<file path="src/rtl/dma_cfg_pkg.sv">
// Constants, types and layout for the two-channel DMA configuration block.
// Assumes a byte-wide register port with 16-bit addresses on one clock.
// Function
// Each channel has a 3-bit request selector (ch1 bits 6-4, ch0 bits 2-0) and code 000 picks the external request pin.
// Other selector codes pick serial receive-full, transmit-empty, sync serial holding-full or timer 2 output, the rest are reserved.
// Setting config bit 7 suppresses channel 1's active-low acknowledge at its pin.
// Setting config bit 3 suppresses channel 0's active-low acknowledge at its pin.
// One byte pointer picks the byte of a shared channel location and flips after every read or write there.
// Any write to F00CH clears the byte pointer to 0 regardless of data, and software issues it before programming.
// Channel 0 keeps a 4-byte requester address at two shared locations, shared low bytes of target and count, and direct upper bytes.
// Channel 1 uses the same arrangement at its own locations.
// Software loads the byte count with bytes to move minus one.
// For words software loads twice the word count minus one.
// A count in 16-bit mode expires on the decrement from 0000H to FFFFH.
// The byte pointer leaves reset at 0.
package dma_cfg_pkg;

    localparam int ADDR_W = 16;
    localparam int DATA_W = 8;
    localparam int SEL_W = 3;
    localparam int OVF_W = 4;

    // Register locations
    localparam logic [15:0] CH0_TGT_LO_ADDR = 16'hF000;
    localparam logic [15:0] CH0_CNT_LO_ADDR = 16'hF001;
    localparam logic [15:0] CH1_TGT_LO_ADDR = 16'hF002;
    localparam logic [15:0] CH1_CNT_LO_ADDR = 16'hF003;
    localparam logic [15:0] CLR_PTR_ADDR = 16'hF00C;
    localparam logic [15:0] CH0_REQ_LO_ADDR = 16'hF010;
    localparam logic [15:0] CH0_REQ_HI_ADDR = 16'hF011;
    localparam logic [15:0] CH1_REQ_LO_ADDR = 16'hF012;
    localparam logic [15:0] CH1_REQ_HI_ADDR = 16'hF013;
    localparam logic [15:0] OVF_ENABLE_ADDR = 16'hF01D;
    localparam logic [15:0] CH1_TGT_B2_ADDR = 16'hF083;
    localparam logic [15:0] CH1_TGT_B3_ADDR = 16'hF085;
    localparam logic [15:0] CH0_TGT_B3_ADDR = 16'hF086;
    localparam logic [15:0] CH0_TGT_B2_ADDR = 16'hF087;
    localparam logic [15:0] CH0_CNT_B2_ADDR = 16'hF098;
    localparam logic [15:0] CH1_CNT_B2_ADDR = 16'hF099;
    localparam logic [15:0] REQ_CFG_ADDR = 16'hF830;

    // Configuration fields
    localparam int CH1_MASK_BIT = 7;
    localparam int CH1_SEL_LSB = 4;
    localparam int CH0_MASK_BIT = 3;
    localparam int CH0_SEL_LSB = 0;
    localparam logic [7:0] REQ_CFG_RESET = 8'h00;

    // Overflow enable fields
    localparam int OVF_CH0_WIDE_BIT = 0;
    localparam int OVF_CH1_WIDE_BIT = 2;
    localparam logic [3:0] OVF_RESET = 4'hA;

    // Request source codes
    localparam logic [2:0] SRC_PIN = 3'h0;
    localparam logic [2:0] SRC_RX_FULL = 3'h1;
    localparam logic [2:0] SRC_TX_EMPTY = 3'h2;
    localparam logic [2:0] SRC_SYNC_RX = 3'h3;
    localparam logic [2:0] SRC_TIMER2 = 3'h4;

    localparam logic [31:0] CHAN_ADDR_RESET = 32'h0000_0000;
    localparam logic [23:0] CHAN_CNT_RESET = 24'h00_0000;

    typedef enum logic [1:0] {
        FLD_NONE,
        FLD_REQ,
        FLD_TGT,
        FLD_CNT
    } field_type;

    typedef struct packed {
        logic hit;
        logic shared;
        logic ch;
        field_type field;
        logic [1:0] byte_sel;
    } access_type;

    typedef struct packed {
        logic [31:0] requester_addr;
        logic [31:0] target_addr;
        logic [23:0] count;
    } channel_regs_type;

    typedef struct packed {
        logic [1:0] serial_rx_full;
        logic [1:0] serial_tx_empty;
        logic sync_serial_rx_holding_full;
        logic timer2_output;
    } int_src_type;

endpackage

</file>
<file path="src/rtl/dma_channel_config_regs.sv">
// Request routing, acknowledge masking and byte-pointer channel registers.
// Assumes one 20 MHz clock, a synchronous active-low reset and pin requests.
`timescale 1ns/1ns
`default_nettype none

module dma_channel_config_regs (
    // Clock and reset
    input wire logic clk,
    input wire logic nrst,
    // Register port
    input wire logic [15:0] reg_addr,
    input wire logic [7:0] reg_wdata,
    input wire logic reg_wr,
    input wire logic reg_rd,
    output logic [7:0] reg_rdata,
    // External request pins
    input wire logic ch0_request_in,
    input wire logic ch1_request_in,
    // Internal requesters
    input wire dma_cfg_pkg::int_src_type int_src,
    // Transfer engine side
    input wire logic [1:0] ack_int,
    input wire logic [1:0] count_dec,
    output logic ch0_request,
    output logic ch1_request,
    output logic [1:0] count_expired,
    // Acknowledge pins
    output logic ch0_ack_n,
    output logic ch1_ack_n,
    // Register contents
    output dma_cfg_pkg::channel_regs_type ch0_regs,
    output dma_cfg_pkg::channel_regs_type ch1_regs,
    output logic [7:0] request_source_config,
    output logic [3:0] overflow_enable,
    output logic byte_pointer
);

    dma_cfg_pkg::channel_regs_type chan [2];
    dma_cfg_pkg::access_type wr_acc;
    dma_cfg_pkg::access_type rd_acc;
    logic [23:0] next_count [2];
    logic [1:0] count_wide;
    logic [1:0] pin_meta;
    logic [1:0] pin_sync;
    logic [7:0] rd_byte;

    // Map an address and the pointer to a channel byte
    function automatic dma_cfg_pkg::access_type decode(
        input logic [15:0] a,
        input logic ptr
    );
        dma_cfg_pkg::access_type d;
        d.hit = 1'b1;
        d.shared = 1'b0;
        d.ch = 1'b0;
        d.field = dma_cfg_pkg::FLD_NONE;
        d.byte_sel = 2'h0;
        case (a)
            dma_cfg_pkg::CH0_REQ_LO_ADDR,
            dma_cfg_pkg::CH1_REQ_LO_ADDR: begin
                d.shared = 1'b1;
                d.field = dma_cfg_pkg::FLD_REQ;
                d.byte_sel = {1'b0, ptr};
            end
            dma_cfg_pkg::CH0_REQ_HI_ADDR,
            dma_cfg_pkg::CH1_REQ_HI_ADDR: begin
                d.shared = 1'b1;
                d.field = dma_cfg_pkg::FLD_REQ;
                d.byte_sel = {1'b1, ptr};
            end
            dma_cfg_pkg::CH0_TGT_LO_ADDR,
            dma_cfg_pkg::CH1_TGT_LO_ADDR: begin
                d.shared = 1'b1;
                d.field = dma_cfg_pkg::FLD_TGT;
                d.byte_sel = {1'b0, ptr};
            end
            dma_cfg_pkg::CH0_CNT_LO_ADDR,
            dma_cfg_pkg::CH1_CNT_LO_ADDR: begin
                d.shared = 1'b1;
                d.field = dma_cfg_pkg::FLD_CNT;
                d.byte_sel = {1'b0, ptr};
            end
            dma_cfg_pkg::CH0_TGT_B2_ADDR,
            dma_cfg_pkg::CH1_TGT_B2_ADDR: begin
                d.field = dma_cfg_pkg::FLD_TGT;
                d.byte_sel = 2'h2;
            end
            dma_cfg_pkg::CH0_TGT_B3_ADDR,
            dma_cfg_pkg::CH1_TGT_B3_ADDR: begin
                d.field = dma_cfg_pkg::FLD_TGT;
                d.byte_sel = 2'h3;
            end
            dma_cfg_pkg::CH0_CNT_B2_ADDR,
            dma_cfg_pkg::CH1_CNT_B2_ADDR: begin
                d.field = dma_cfg_pkg::FLD_CNT;
                d.byte_sel = 2'h2;
            end
            default: begin
                d.hit = 1'b0;
            end
        endcase
        // Channel 1 locations
        case (a)
            dma_cfg_pkg::CH1_REQ_LO_ADDR,
            dma_cfg_pkg::CH1_REQ_HI_ADDR,
            dma_cfg_pkg::CH1_TGT_LO_ADDR,
            dma_cfg_pkg::CH1_CNT_LO_ADDR,
            dma_cfg_pkg::CH1_TGT_B2_ADDR,
            dma_cfg_pkg::CH1_TGT_B3_ADDR,
            dma_cfg_pkg::CH1_CNT_B2_ADDR: d.ch = 1'b1;
            default: d.ch = 1'b0;
        endcase
        return d;
    endfunction

    // Pick one request source from a selector code
    function automatic logic route(
        input logic [2:0] sel,
        input logic pin,
        input logic rx_full,
        input logic tx_empty,
        input logic sync_rx,
        input logic timer2
    );
        logic r;
        r = 1'b0;
        case (sel)
            dma_cfg_pkg::SRC_PIN: r = pin;
            dma_cfg_pkg::SRC_RX_FULL: r = rx_full;
            dma_cfg_pkg::SRC_TX_EMPTY: r = tx_empty;
            dma_cfg_pkg::SRC_SYNC_RX: r = sync_rx;
            dma_cfg_pkg::SRC_TIMER2: r = timer2;
            default: r = 1'b0;
        endcase
        return r;
    endfunction

    assign wr_acc = decode(reg_addr, byte_pointer);
    assign rd_acc = decode(reg_addr, byte_pointer);
    assign ch0_regs = chan[0];
    assign ch1_regs = chan[1];
    assign count_wide[0] = overflow_enable[dma_cfg_pkg::OVF_CH0_WIDE_BIT];
    assign count_wide[1] = overflow_enable[dma_cfg_pkg::OVF_CH1_WIDE_BIT];

    // Pin request synchroniser
    always_ff @(posedge clk) begin
        if (!nrst) begin
            pin_meta <= 2'h0;
            pin_sync <= 2'h0;
        end else begin
            pin_meta <= {ch1_request_in, ch0_request_in};
            pin_sync <= pin_meta;
        end
    end

    // Configuration register
    always_ff @(posedge clk) begin
        if (!nrst) begin
            request_source_config <= dma_cfg_pkg::REQ_CFG_RESET;
        end else if (reg_wr && reg_addr == dma_cfg_pkg::REQ_CFG_ADDR) begin
            request_source_config <= reg_wdata;
        end
    end

    // Overflow enable register
    always_ff @(posedge clk) begin
        if (!nrst) begin
            overflow_enable <= dma_cfg_pkg::OVF_RESET;
        end else if (reg_wr && reg_addr == dma_cfg_pkg::OVF_ENABLE_ADDR) begin
            overflow_enable <= reg_wdata[3:0];
        end
    end

    // Byte pointer
    always_ff @(posedge clk) begin
        if (!nrst) begin
            byte_pointer <= 1'b0;
        end else if (reg_wr && reg_addr == dma_cfg_pkg::CLR_PTR_ADDR) begin
            byte_pointer <= 1'b0;
        end else if ((reg_wr && wr_acc.shared) ||
                     (reg_rd && rd_acc.shared)) begin
            byte_pointer <= ~byte_pointer;
        end
    end

    // Decremented count values
    always_comb begin
        for (int c = 0; c < 2; c++) begin
            if (count_wide[c]) begin
                next_count[c] = chan[c].count - 24'h00_0001;
            end else begin
                next_count[c] = {chan[c].count[23:16],
                                 chan[c].count[15:0] - 16'h0001};
            end
        end
    end

    // Channel registers, software write before decrement
    always_ff @(posedge clk) begin
        for (int c = 0; c < 2; c++) begin
            if (!nrst) begin
                chan[c].requester_addr <= dma_cfg_pkg::CHAN_ADDR_RESET;
                chan[c].target_addr <= dma_cfg_pkg::CHAN_ADDR_RESET;
                chan[c].count <= dma_cfg_pkg::CHAN_CNT_RESET;
            end else if (reg_wr && wr_acc.hit && wr_acc.ch == 1'(c)) begin
                unique case (wr_acc.field)
                    dma_cfg_pkg::FLD_REQ:
                        chan[c].requester_addr[8*wr_acc.byte_sel +: 8]
                            <= reg_wdata;
                    dma_cfg_pkg::FLD_TGT:
                        chan[c].target_addr[8*wr_acc.byte_sel +: 8]
                            <= reg_wdata;
                    dma_cfg_pkg::FLD_CNT:
                        chan[c].count[8*wr_acc.byte_sel +: 8]
                            <= reg_wdata;
                    dma_cfg_pkg::FLD_NONE: ;
                endcase
            end else if (count_dec[c]) begin
                chan[c].count <= next_count[c];
            end
        end
    end

    // Expiry on wrap to all ones
    always_ff @(posedge clk) begin
        for (int c = 0; c < 2; c++) begin
            if (!nrst) begin
                count_expired[c] <= 1'b0;
            end else if (count_wide[c]) begin
                count_expired[c] <= count_dec[c] &&
                                    chan[c].count == 24'h00_0000;
            end else begin
                count_expired[c] <= count_dec[c] &&
                                    chan[c].count[15:0] == 16'h0000;
            end
        end
    end

    // Request routing
    always_ff @(posedge clk) begin
        if (!nrst) begin
            ch0_request <= 1'b0;
            ch1_request <= 1'b0;
        end else begin
            ch0_request <= route(
                request_source_config[dma_cfg_pkg::CH0_SEL_LSB +: 3],
                pin_sync[0],
                int_src.serial_rx_full[0],
                int_src.serial_tx_empty[1],
                int_src.sync_serial_rx_holding_full,
                int_src.timer2_output);
            ch1_request <= route(
                request_source_config[dma_cfg_pkg::CH1_SEL_LSB +: 3],
                pin_sync[1],
                int_src.serial_rx_full[1],
                int_src.serial_tx_empty[0],
                int_src.sync_serial_rx_holding_full,
                int_src.timer2_output);
        end
    end

    // Acknowledge pins with masking
    always_ff @(posedge clk) begin
        if (!nrst) begin
            ch0_ack_n <= 1'b1;
            ch1_ack_n <= 1'b1;
        end else begin
            ch0_ack_n <= ~(ack_int[0] &
                ~request_source_config[dma_cfg_pkg::CH0_MASK_BIT]);
            ch1_ack_n <= ~(ack_int[1] &
                ~request_source_config[dma_cfg_pkg::CH1_MASK_BIT]);
        end
    end

    // Read data selection
    always_comb begin
        rd_byte = 8'h00;
        if (rd_acc.hit) begin
            unique case (rd_acc.field)
                dma_cfg_pkg::FLD_REQ:
                    rd_byte = chan[rd_acc.ch].requester_addr
                        [8*rd_acc.byte_sel +: 8];
                dma_cfg_pkg::FLD_TGT:
                    rd_byte = chan[rd_acc.ch].target_addr
                        [8*rd_acc.byte_sel +: 8];
                dma_cfg_pkg::FLD_CNT:
                    rd_byte = chan[rd_acc.ch].count[8*rd_acc.byte_sel +: 8];
                dma_cfg_pkg::FLD_NONE: rd_byte = 8'h00;
            endcase
        end else if (reg_addr == dma_cfg_pkg::REQ_CFG_ADDR) begin
            rd_byte = request_source_config;
        end else if (reg_addr == dma_cfg_pkg::OVF_ENABLE_ADDR) begin
            rd_byte = {4'h0, overflow_enable};
        end
    end

    // Read data register, valid only the cycle after the strobe
    always_ff @(posedge clk) begin
        if (!nrst) begin
            reg_rdata <= 8'h00;
        end else if (reg_rd) begin
            reg_rdata <= rd_byte;
        end else begin
            reg_rdata <= 8'h00;
        end
    end

endmodule // dma_channel_config_regs

`default_nettype wire

</file>
<file path="config.mk">
export PLATFORM = sky130hd
export DESIGN_NAME = dma_channel_config_regs
export DESIGN_NICKNAME = d
export VERILOG_FILES = /design/src/rtl/dma_cfg_pkg.sv /design/src/rtl/dma_channel_config_regs.sv
export SDC_FILE = /design/constraint.sdc
export NUM_CORES = 1
export LEC_CHECK = 0
export BUFFER_PORTS_ARGS = -buffer_cell sky130_fd_sc_hd__clkbuf_2
export CAP_MARGIN = 0
export CORE_ASPECT_RATIO = 0.7
export CORE_MARGIN = 5
export CORE_UTILIZATION = 31
export CTS_CLUSTER_DIAMETER = 100
export DETAILED_ROUTE_END_ITERATION = 16
export HOLD_SLACK_MARGIN = 0.15
export PLACE_DENSITY = 0.55
export SLEW_MARGIN = 15
export SYNTH_ARGS = -nofsm -noshare
export SYNTH_HDL_FRONTEND = slang
export SYNTH_SLANG_ARGS = --single-unit
</file>
<file path="constraint.sdc">
create_clock -name clk -period 7.6 [get_ports clk]
set_clock_uncertainty 0.05 [all_clocks]
set_input_delay 0.38 -clock clk [delete_from_list [all_inputs] [get_ports clk]]
set_output_delay 0.38 -clock clk [all_outputs]
set_load 0.01 [all_outputs]
</file>
Yosys cells after proc, flatten, opt, wreduce, memory -nomap -nowiden --
Memories as Yosys holds them, arrays and structs flattened. Index checks and enable logic that the tools add are counted.
Storage, ports and cells: input port bits 40, memory bits (read-only) 0, bits in registers 31, output and inout port bits 203, RAM bits 176, latch bits 0, memories kept 1
Operators by class: $lt $le $gt $ge 0, divide/modulo/power cells 0, muxes and demuxes 268, reductions and logical operators 32, bitwise gates (word level) 233, $add $sub $neg 5, multipliers 0, equality and inequality tests 28, shift operators 7
Memories:
- chan | words 2, width 88, rd ports 3, clocked after Yosys merged registers in 0, write ports 2, RTL line dma_channel_config_regs.sv:38 | dma_cfg_pkg::channel_regs_type chan [2];
Operators with widths (number):
- $eq A16 B16 Y1 const B | 17
- $mux W1 | 253
- $or A1 B1 Y1 | 224
- $mux W32 | 4
- $mux W24 | 4
- $shiftx A32 B6 Y8 | 2
- $logic_not A24 Y1 | 2
- $sub A24 B1 Y24 const B | 2
- $neg A5 Y34 | 1
- $shift A8 B34 Y24 const A | 1
- $shift A8 B34 Y32 const A | 1
- $shiftx A8 B34 Y24 | 1
- $shiftx A8 B34 Y32 | 1
- $logic_not A16 Y1 | 2
- $pmux W8 S4 | 1
- $sub A16 B1 Y16 const B | 2
- $pmux W4 S7 | 1
- $shiftx A24 B6 Y8 | 1
- $mux W8 | 2
- $reduce_or A2 Y1 | 8
- $reduce_or A14 Y1 | 1
- $eq A3 B2 Y1 const B | 4
- $logic_and A1 B1 Y1 | 12
- $pmux W1 S5 | 2
- 13 further kinds | 24

Depth between registers and ports, before layout --
Gate-level depths: netlist of run 1.
depth after elaboration 10, depth in mapped cells 15, gate-level depth less buffers 11

Worst setup path after synthesis of run 1 --
OpenSTA, ideal clock, no wires.
path type input to register, start in reg_addr[10], end mem chan[1][2] (netlist bit) (data pin), library setup time 0.154 ns, path buffers 3, arrival 3.215 ns, required time 7.396 ns, cell stages on the path 11, path slack 4.181 ns, cells stage by stage or4_4 > nor2_2 > buf_2 > nand3_1 > nand2_1 > buf_2 > buf_1 > ha_1 > nor3_1 > nand2_1 > o22ai_1
RTL lines:
- start: declaration | RTL line dma_channel_config_regs.sv:11 | input wire logic [15:0] reg_addr,
- end: declaration | RTL line dma_channel_config_regs.sv:38

==> summary.md, run 1 <==
| Metric | Value |
|---|---|
| Final Instance Count excl. Fillers | 1828 |
| RD Place Congestion | 0.883 |
| Via count | 10100 |
| Arr. time, crit path | about 4600 ps |
| Drt first pass iters | 5 |
| Fill cells | 3524 |
| Primary FF master, synth | edfxtp_1 |
| Top-area cell type share of the netlist area | 48.6% |
| Htree depth | 1 |
| VDD IR-drop max | 0.143 mV |
| Cell row count | 57 |
| Mapped Cells | 1117 |
| FF+latch area | 0.00591 mm2 |
| Register area share after synthesis | 54.4% |
| Multiplexer share of the synthesized area | 2.64% |
| CTS clk-pin slew, worst paths | 60 ps |
| Detailed Route Iter0 Violations | between 1000 and 1500 |
| Synthesis-to-layout area growth | 22.3% |
| Max Cap Viol | 0 |
| Slew margin rel. | 17.8% |
| Tmin final | 4550 ps |
| Final setup fails | 0 |
| Part of the cycle the worst path needs | between 50% and 60% |
| Largest net degree at the start of global routing | 62 |
| Clock buffer depth | 3 |
| Worst path required time | roughly 7700 ps |
| Number of global-route vias before repair | 9464 |
| Crit. End Element | flip-flop |
| Number of flops mapped to enable cells by yosys | 176 |
| Class of the worst hold path | in2reg |
| Dominant cell type by area after synthesis | edfxtp_1 |
| Initial Utilization | around a third |
| Fin Setup TNS | 0 ps |
| Setup Buffers After CTS | 0 |
| Ys async rst share | 0% |
| Post-layout util | between 30% and 40% |
| Top cells by area, synth | edfxtp_1 (49%), nand2_1 (8.2%), dfxtp_1 (5.7%) |
| NumNets Final | 1387 |
| Cell area after synthesis | 0.0109 mm2 |
| Power per cell area | 206 mW/mm2 |
| Root Buffer | clkbuf_16 |
| Die H | 167 um |
| CTS tree | yes |
| Crit-path max FO | 18 |
| DRC | 0 |
| Clock Sinks | 207 |
| Largest family of logic cells by synthesized area | simple AND/OR/NAND/NOR gates |
| Routed Antenna Nets | 0 |
| Ys Warns | 0 |
| Die ar. | about 0.039 mm2 |
| Gr usage total | 23.0% |
| Antenna violations before repair | 1 |
| Yosys cell types | just under 80 |
| IO Pins | 243 |
| Core Area | around 0.035 mm2 |
| First-pass GRT wire length | 66800 um |
| Peak Freq | 0.220 GHz |
| Status | completed |
| Leak Pwr | 0.00509 uW |
| Post-synthesis compound-gate area fraction | 11.2% |
| Max-slew violations | 0 |
| Die Wd | 234 um |
| Setup CP Type | in2reg |
| Synth Area in Simple Gates | 24.4% |
| GRT Residual Overflow | 0 |
| Ant. Diodes | 0 |
| CP Launch Type | input pin |
| Synth Register Bits | approximately 210 |
| RSZ-0062 raised after global routing | false |
| Adder-cell share of the synthesized area | 0.898% |
| Clk_lat worst skew | ~520 ps |
| Total wire length | 47100 um |
| Fraction of layout cells with a size suffix above 1 | 23.2% |
| Synth Area in XOR/XNOR | 3.47% |
| Area of the multi-input gates | 0.00466 mm2 |
| Syn Area/Cell | 9.73 um2 |
| Slew @ Worst Pin | 1230 ps |
| Final HPWL from detailed placement | 35200 um |
| Average wire per standard cell | 25.8 um |
| DP Cell Count | 1782 |
| CTS Buf Count | 23 |
| PortBufs | roughly 240 |
| Via density | around 5.5 |
| Final-report hold violation count | 0 |
| Synth Net Count | 1164 |
[cell families (layout without fill, tap and decap cells)]
kind of cell	Yosys count	in the layout
DFF	207	207
muxes	26	26
adders and majority gates	8	8
xor gates and xnor gates	43	43
buffers and inverters	70	309
AOI/OAI and AO/OA	183	183
and+or+nand+nor	580	580
[cell usage in the layout (no fill, tap or decap), types with 13 or more instances in the layout]
master,n
a21boi_0,13
a21oi_1,28
a31oi_1,16
and2_1,45
clkbuf_16,23
clkbuf_2,242
dfxtp_1,31
edfxtp_1,176
mux2i_1,23
nand2_1,237
nand3_1,65
nor2_1,133
nor3_1,30
o21ai_0,43
o22ai_1,16
xor2_1,35
[through the flow]
stage	cell area, um2	power (uW)	hold slack [ps]	setup WS, ps
after floorplan	10900	1470	362	4180
after global placement	12500	1610	368	2840
after detailed placement	12500	1610	376	2670
after CTS	13300	2740	243	3220
after global routing	13300	2810	262	2880
final	13300	2740	251	3050
[final timing paths]
path	slack (ps)	endpoint	start	cells past startpoint
setup / recovery	3050	chan[1][26]	reg_addr[11]	8
hold / removal	250	byte_pointer	reg_rd	4
setup reg to reg	4310	chan[1][22]	chan[1][0]	11
hold reg to reg	380	pin_sync[1]	pin_meta[1]	1
[layer usage]
layer  GRT usage, %  wire length, um  part of all wire (%)  vias up
met5              0                0                     0        -
met4           5.87             1450                   3.1        0
met3           7.44             5970                    13       73
met2           32.6            19500                    41      645
met1           33.9            20200                    43     4933
li1               -                -                     -     4467
[cells in the mapped netlist, types with 5 or more instances]
cell,count
a21boi_0,13
a21oi_1,28
a221oi_1,10
a31oi_1,18
and2_1,45
buf_1,5
buf_2,18
clkbuf_1,28
dfxtp_1,31
edfxtp_1,176
ha_1,7
inv_1,7
mux2i_1,23
nand2_1,237
nand2b_1,7
nand3_1,65
nand4_1,6
nor2_1,133
nor3_1,30
nor4_1,12
o211ai_1,5
o21ai_0,44
o21ai_1,8
o22ai_1,16
or3_1,9
or4_1,8
xnor2_1,8
xor2_1,35
[report_power, final]
part | leakage, uW | internal [uW] | switching (uW) | total (uW)
sequential | 0.00197 | 1290 | 70.5 | 1360
clock | 0.000365 | 667 | 475 | 1140
combinational | 0.00275 | 80.6 | 156 | 237
total | 0.00509 | 2040 | 702 | 2740
[layout make-up]
class	instances	area share (%)
Clock buffer	30	4.61
Tap cell	472	4.45
Clock inverter	11	0.970
Multi-Input combinational cell	840	35.1
Sequential cell	207	44.5
Inverter	9	0.254
Timing Repair Buffer	259	10.2
[registers in the layout (all words and copies together), names as in the netlist, 2 cells and up]
name and cells:
overflow_enable 4, pin_meta 2, count_expired 2, reg_rdata 8
pin_sync 2, chan 176, request_source_config 8
[critical path: stages]
cell	delay [ps]
clkbuf_2	120
or4_4	530
nor2_2	540
o21ai_1	270
o21ai_4	230
o31a_1	820
nand3_1	640
o21ai_0	1090
[what timing repair did]
| action | in CTS | in global routing |
|---|---|---|
| gates resized for setup | 0 | 0 |
| hold buffers | 5 | 0 |
| hold endpoints to repair | 6 | 0 |
Power figures use the tool's default switching activity.
==> inputs of run 2 (changes only) <==
clock period = 4.7 ns   (was 7.6 ns; I/O delays follow)
==> summary.md, run 2 (synthesis gave the netlist of run 1 again) <==
| Metric | Value |
|---|---|
| First-pass GRT wire length | 68800 um (+3.0%) |
| Power per cell area | 328 mW/mm2 (+59%) |
| GRT Residual Overflow | 0 (unchanged) |
| CP Launch Type | input pin |
| Antenna violations before repair | 0 (-1) |
| Hold buffers post-CTS | 10 (+5) |
| Part of the cycle the worst path needs | approximately three quarters |
| Final-report hold violation count | 0 (unchanged) |
| Max-slew violations | 0 (unchanged) |
| Setup CP Type | in2reg |
| Drt first pass iters | 6 (+1) |
| Reg-to-reg startpoint | chan[1][1] |
| Slew margin rel. | 31.2% (+13 points) |
| DRC | 0 (unchanged) |
| CP Launch Point | reg_addr[3] |
| FF-to-FF End | chan[1][22] |
| Fin Setup TNS | 0 ps (unchanged) |
| Synthesis-to-layout area growth | 24.9% |
| Class of the worst hold path | in2reg |
| PortBufs | 242 (unchanged) |
| Cell count of the worst reg-to-reg path | 11 (unchanged) |
| Commonest non-fill, non-tap cell in the layout | clkbuf_2 |
| RSZ-0062 raised after global routing | false |
| Biggest regs | chan: 176 flops, reg_rdata: 8 flops, request_source_config: 8 flops |
| Crit. End Element | flip-flop |
| Max reg flops | 176 (unchanged) |
| Total wire length | 48000 um (+1.9%) |
| Die ar. | 0.0389 mm2 (unchanged) |
| CTS tree | yes |
| Hold path depth | 4 (unchanged) |
| Fill cells | 3570 (+1.3%) |
| Hold_ws | 165 ps (-86.4 ps) |
| Arr. time, crit path | 3690 ps (-940 ps) |
| Root Buffer | clkbuf_16 |
| Final setup fails | 0 (unchanged) |
| Detailed Route Iter0 Violations | 1605 (+9.3%) |
| Die Wd | 234 um (unchanged) |
| Gr usage total | 23.6% (+0.62 points) |
| Leak Pwr | 0.00526 uW (+3.3%) |
| Clock Sinks | 207 (unchanged) |
| Final HPWL from detailed placement | 36300 um (+3.0%) |
| IO Pins | 243 (unchanged) |
| Crit-path max FO | 17 (-1) |
| Post-CTS resize count | 0 (unchanged) |
| Core Area | 0.0347 mm2 (unchanged) |
| Fraction of layout cells with a size suffix above 1 | 24.5% (+1.3 points) |
| NumNets Final | 1421 (+2.5%) |
| Hold wc startpoint | int_src[5] |
| Average wire per standard cell | 25.7 um (about the same) |
| Max Cap Viol | 0 (unchanged) |
| Commonest non-fill, non-tap cells in the layout | clkbuf_2 (242), nand2_1 (237), edfxtp_1 (176) |
| Post-layout util | 39.1% (+0.82 points) |
| Htree depth | 1 (unchanged) |
| Cell row count | 57 (unchanged) |
| Initial Utilization | 31.3% (unchanged) |
| Endpoint, Worst Hold | ch1_request |
| Status | completed |
| VDD IR-drop max | 0.245 mV (+71%) |
| Final Power | 4450 uW (+62%) |
| Slew @ Worst Pin | 1030 ps (-200 ps) |
| Peak Freq | 0.280 GHz |
| Ant. Diodes | 0 (unchanged) |
| Worst path required time | 4820 ps (-2860 ps) |
| Number of global-route vias before repair | 9864 (+4.2%) |
| Via count | 10400 (+2.7%) |
| Clk_lat worst skew | 530 ps (about the same) |
| R2r setup slk | 1360 ps (-2950 ps) |
| Routed Antenna Nets | 0 (unchanged) |
| Largest net degree at the start of global routing | 27 (-56%) |
| CTS Buf Count | 24 (+4.3%) |
| Tmin final | approximately 3600 ps |
| Setup Buffers After CTS | 0 (unchanged) |
| Die H | 167 um (unchanged) |
| Clock buffer depth | 3 (unchanged) |
| RD Place Congestion | 0.937 (+6.1%) |
| Via density | 5.57 (+0.69%) |
| Largest Register | chan |
| CTS clk-pin slew, worst paths | 60 ps (about the same) |
[run 2: cell types whose count changed in the layout (fill, tap and decap cells not counted), sizes merged]
| cell | delta |
|---|---|
| buf | +27 |
| dlygate4sd3 | +6 |
| clkbuf | +5 |
| bufinv | -2 |
| clkinvlp | -1 |
| inv | +1 |
[run 2: how the worst max path moves through the flow]
stage / endpoint / slack (ps) / cells after the start
after floorplan: chan[1][2] / 1430 / 11
after global placement: chan[0][25] / 1180 / 10
after detailed placement: chan[0][26] / 1090 / 10
after CTS: chan[1][16] / 1240 / 10
after global routing: chan[0][12] / 800 / 13
final: chan[1][16] / 1130 / 10
[run 2: metal layers]
layer / vias to the layer above / wire length, um / global-route usage, %
li1: 4546 / - / -
met1: 5057 / 20500 / 35.0
met2: 695 / 20000 / 33.6
met3: 90 / 6170 / 7.44
met4: 0 / 1320 / 5.51
met5: - / 0 / 0
[run 2: layout make-up]
class	instances	area, um2	area share (%)
clock inverters	9	75.1	0.553
flip-flops and latches	207	5910	43.5
multi-input cells	840	4660	34.3
inverters	9	33.8	0.249
repair buffers	292	1610	11.9
clock buffers	35	693	5.11
well taps	472	591	4.35
[run 2: per-stage QoR]
stage | cells | area [um2] | worst slack, ps
2_1_floorplan | 1117 | 10900 | 1430
3_3_place_gp | 1809 | 12700 | 1180
3_5_place_dp | 1809 | 12700 | 1090
4_1_cts | 1863 | 13600 | 1240
5_1_grt | 1864 | 13600 | 797
6_report | 1864 | 13600 | 1130
[run 2: critical path, cell delays in order]
cell           delay, ps
dlygate4sd3_1        530
clkbuf_2             150
nand4bb_1            160
nor3_1               510
a21o_1               250
a31oi_4              270
buf_4                320
nor3_1               370
nand2_1              390
nand3b_1             500
[run 2: where the power goes]
part	leakage [uW]	total, uW	switching (uW)	internal (uW)
Combinational	0.00291	397	261	137
Clock	0.000379	1860	778	1080
Sequential	0.00197	2190	111	2080
==> inputs of run 3 (changes only) <==
clock period = 3.6 ns   (was 4.7 ns; I/O delays follow)
==> summary.md, run 3 (synthesis gave the netlist of run 1 again) <==
| Metric | Value |
|---|---|
| Number of global-route vias before repair | 9805 (-0.60%) |
| CTS Buf Count | 24 (unchanged) |
| IO Pins | 243 (unchanged) |
| DRC | 0 (unchanged) |
| Clk_lat worst skew | 540 ps (about the same) |
| Clock buffer depth | 3 (unchanged) |
| Slew margin rel. | 25.3% (-5.9 points) |
| Slew @ Worst Pin | 1110 ps (+86.6 ps) |
| CP Launch Type | input pin |
| Reg-to-reg startpoint | chan[1][1] |
| Drt first pass iters | 5 (-1) |
| Fill cells | 3511 (-1.7%) |
| Final HPWL from detailed placement | 36300 um (about the same) |
| Gr usage total | 23.9% (+0.27 points) |
| Area of the multi-input gates | 0.00466 mm2 (about the same) |
| Initial Utilization | 31.3% (unchanged) |
| Via density | 5.52 (-0.89%) |
| Hold path depth | 4 (unchanged) |
| Clock Sinks | 207 (unchanged) |
| Root Buffer | clkbuf_16 |
| Ant. Diodes | 0 (unchanged) |
| Internal power | 4290 uW (+30%) |
| First-pass GRT wire length | 69600 um (+1.1%) |
| DP Cell Count | 1838 (+1.6%) |
| Seq pwr share | 49.0% (-0.3 points) |
| Status | completed |
| Crit-path max FO | 8 (-9) |
| CTS tree | yes |
| Post-layout util | 40.2% (+1.1 points) |
| FF-to-FF End | chan[1][22] |
| Final Power | 5830 uW (+31%) |
| Gate power share | 9.2% (+0.3 points) |
| CP max-delay cell | o31ai_2 |
| Routed Antenna Nets | 0 (unchanged) |
| Fin Setup TNS | 0 ps (unchanged) |
| Max Cap Viol | 0 (unchanged) |
| Max reg flops | 176 (unchanged) |
| Average wire per standard cell | 25.4 um (-1.4%) |
| VDD IR-drop max | 0.220 mV (-10%) |
| Arr. time, crit path | 3770 ps (+80 ps) |
| Largest net degree at the start of global routing | 38 (+41%) |
| Cell row count | 57 (unchanged) |
| Clock power frac | 41.8% (about the same) |
| Largest Register | chan |
| Via count | 10500 (+1.4%) |
| Htree depth | 1 (unchanged) |
| Final-report hold violation count | 0 (unchanged) |
| Cell count of the worst reg-to-reg path | 11 (unchanged) |
| CP delay by family, top | compound AO/OA/AOI/OAI gates |
| Synthesis-to-layout area growth | 28.4% |
| Final Instance Count excl. Fillers | 1907 (+2.3%) |
| Hold wc startpoint | nrst |
| GRT Residual Overflow | 0 (unchanged) |
| Biggest regs | chan: 176 flops, reg_rdata: 8 flops, request_source_config: 8 flops |
| Total wire length | 48400 um (+0.87%) |
| Endpoint, Worst Hold | count_expired[0] |
| Commonest non-fill, non-tap cell in the layout | clkbuf_2 |
| Switching power total | 1540 uW (+34%) |
| Leak Pwr | 0.00544 uW (+3.4%) |
| RSZ-0062 raised after global routing | false |
| Class of the worst hold path | in2reg |
| Die H | 167 um (unchanged) |
| Setup CP Type | in2reg |
| Commonest non-fill, non-tap cells in the layout | clkbuf_2 (242), nand2_1 (237), edfxtp_1 (176) |
| Peak Freq | approximately 0.29 GHz |
| Critical-path cell list | dlygate4sd3_1 > clkbuf_2 > or4_4 > o21ai_0 > a21boi_0 > o31ai_2 > a21oi_1 > nor4_1 > or4_1 > o311ai_1 |
| Buf/Inv on CP | 2 (-1) |
| Fraction of layout cells with a size suffix above 1 | 25.7% (+1.2 points) |
| R2r setup slk | 280 ps (-1080 ps) |
| Tmin final | 3430 ps |
| Net Sw Frac | 26.4% (+0.55 points) |
| Slowest stage delay, CP | 920 ps (+390 ps) |
| Antenna violations before repair | 0 (unchanged) |
| PortBufs | 242 (unchanged) |
| Crit. End Element | flip-flop |
| FF+latch area | 0.00591 mm2 (unchanged) |
| NumNets Final | 1464 (+3.0%) |
| Final setup fails | 0 (unchanged) |
| CTS clk-pin slew, worst paths | 60 ps (about the same) |
| Part of the cycle the worst path needs | a little over nine tenths |
| Power per cell area | 418 mW/mm2 (+28%) |
| Worst path required time | 3940 ps (-880 ps) |
| Die ar. | 0.0389 mm2 (unchanged) |
| Core Area | 0.0347 mm2 (unchanged) |
| Max-slew violations | 0 (unchanged) |
| RD Place Congestion | 0.923 (-1.5%) |
| Die Wd | 234 um (unchanged) |
| Detailed Route Iter0 Violations | 1274 (-21%) |
run 3: cell types whose count changed in the layout (fill, tap and decap cells not counted), sizes merged:
cell,change
buf,+29
clkbuf,-3
clkinv,+1
clkinvlp,+3
inv,-1
dlygate4sd3,+14
run 3: layer usage:
| metal | part of all wire (%) | GRT usage (%) | wire (um) |
|---|---|---|---|
| met1 | 45 | 37.1 | 21700 |
| met3 | 11 | 5.75 | 5460 |
| met5 | 0 | 0 | 0 |
| met2 | 41 | 33.5 | 20100 |
| met4 | 2.5 | 5.21 | 1200 |
run 3: metrics by stage:
stage          setup slack, ps  hold slack, ps  area, um2
6_report                   169             244      13900
5_1_grt                   51.7             240      13900
4_1_cts                    134             207      13900
3_5_place_dp              33.5             307      12900
3_3_place_gp               122             303      12900
2_1_floorplan              381             216      10900
run 3: area by class of cell:
type	instances	share of cell area, %
timing repair buffer	335	14.3
clock buffer	32	4.82
tap	472	4.23
multi-input combinational	840	33.4
clock inverter	12	0.637
inverter	9	0.242
sequential	207	42.3
run 3: power by group through the flow:
stage | combinational, uW | sequential, uW | clock [uW]
2_1_floorplan | 197 | 2900 | 0
3_3_place_gp | 513 | 2900 | 0
3_5_place_dp | 514 | 2900 | 0
4_1_cts | 535 | 2850 | 2450
5_1_grt | 575 | 2870 | 2560
6_report | 537 | 2860 | 2440
run 3: worst max-delay path by stage:
| stage | startpoint | to | slack (ps) | depth (start not counted) |
|---|---|---|---|---|
| 2_1_floorplan | reg_addr[10] | chan[1][2] | 380 | 11 |
| 3_3_place_gp | reg_addr[2] | chan[0][9] | 120 | 12 |
| 3_5_place_dp | reg_addr[2] | chan[0][9] | 30 | 12 |
| 4_1_cts | reg_addr[3] | chan[0][9] | 130 | 13 |
| 5_1_grt | reg_addr[3] | reg_rdata[6] | 50 | 11 |
| 6_report | reg_addr[3] | reg_rdata[6] | 170 | 10 |
run 3: timing repair:
item,4_1_cts,5_1_grt
endpoints found under the setup margin,0,24
resized for setup,0,1
hold endpoints to repair,23,0
setup buffers,0,0
hold buffers,25,0
run 3: worst register-to-register path, stage by stage (launching register included):
cell and delay (ps):
edfxtp_1 420, inv_1 130, ha_1 190, or3b_2 470, or3_1 420, nand2b_4 220, nand2b_1 230, or2_2 340
nor4_1 300, xor2_1 120, nand2_1 80, o21ai_0 80
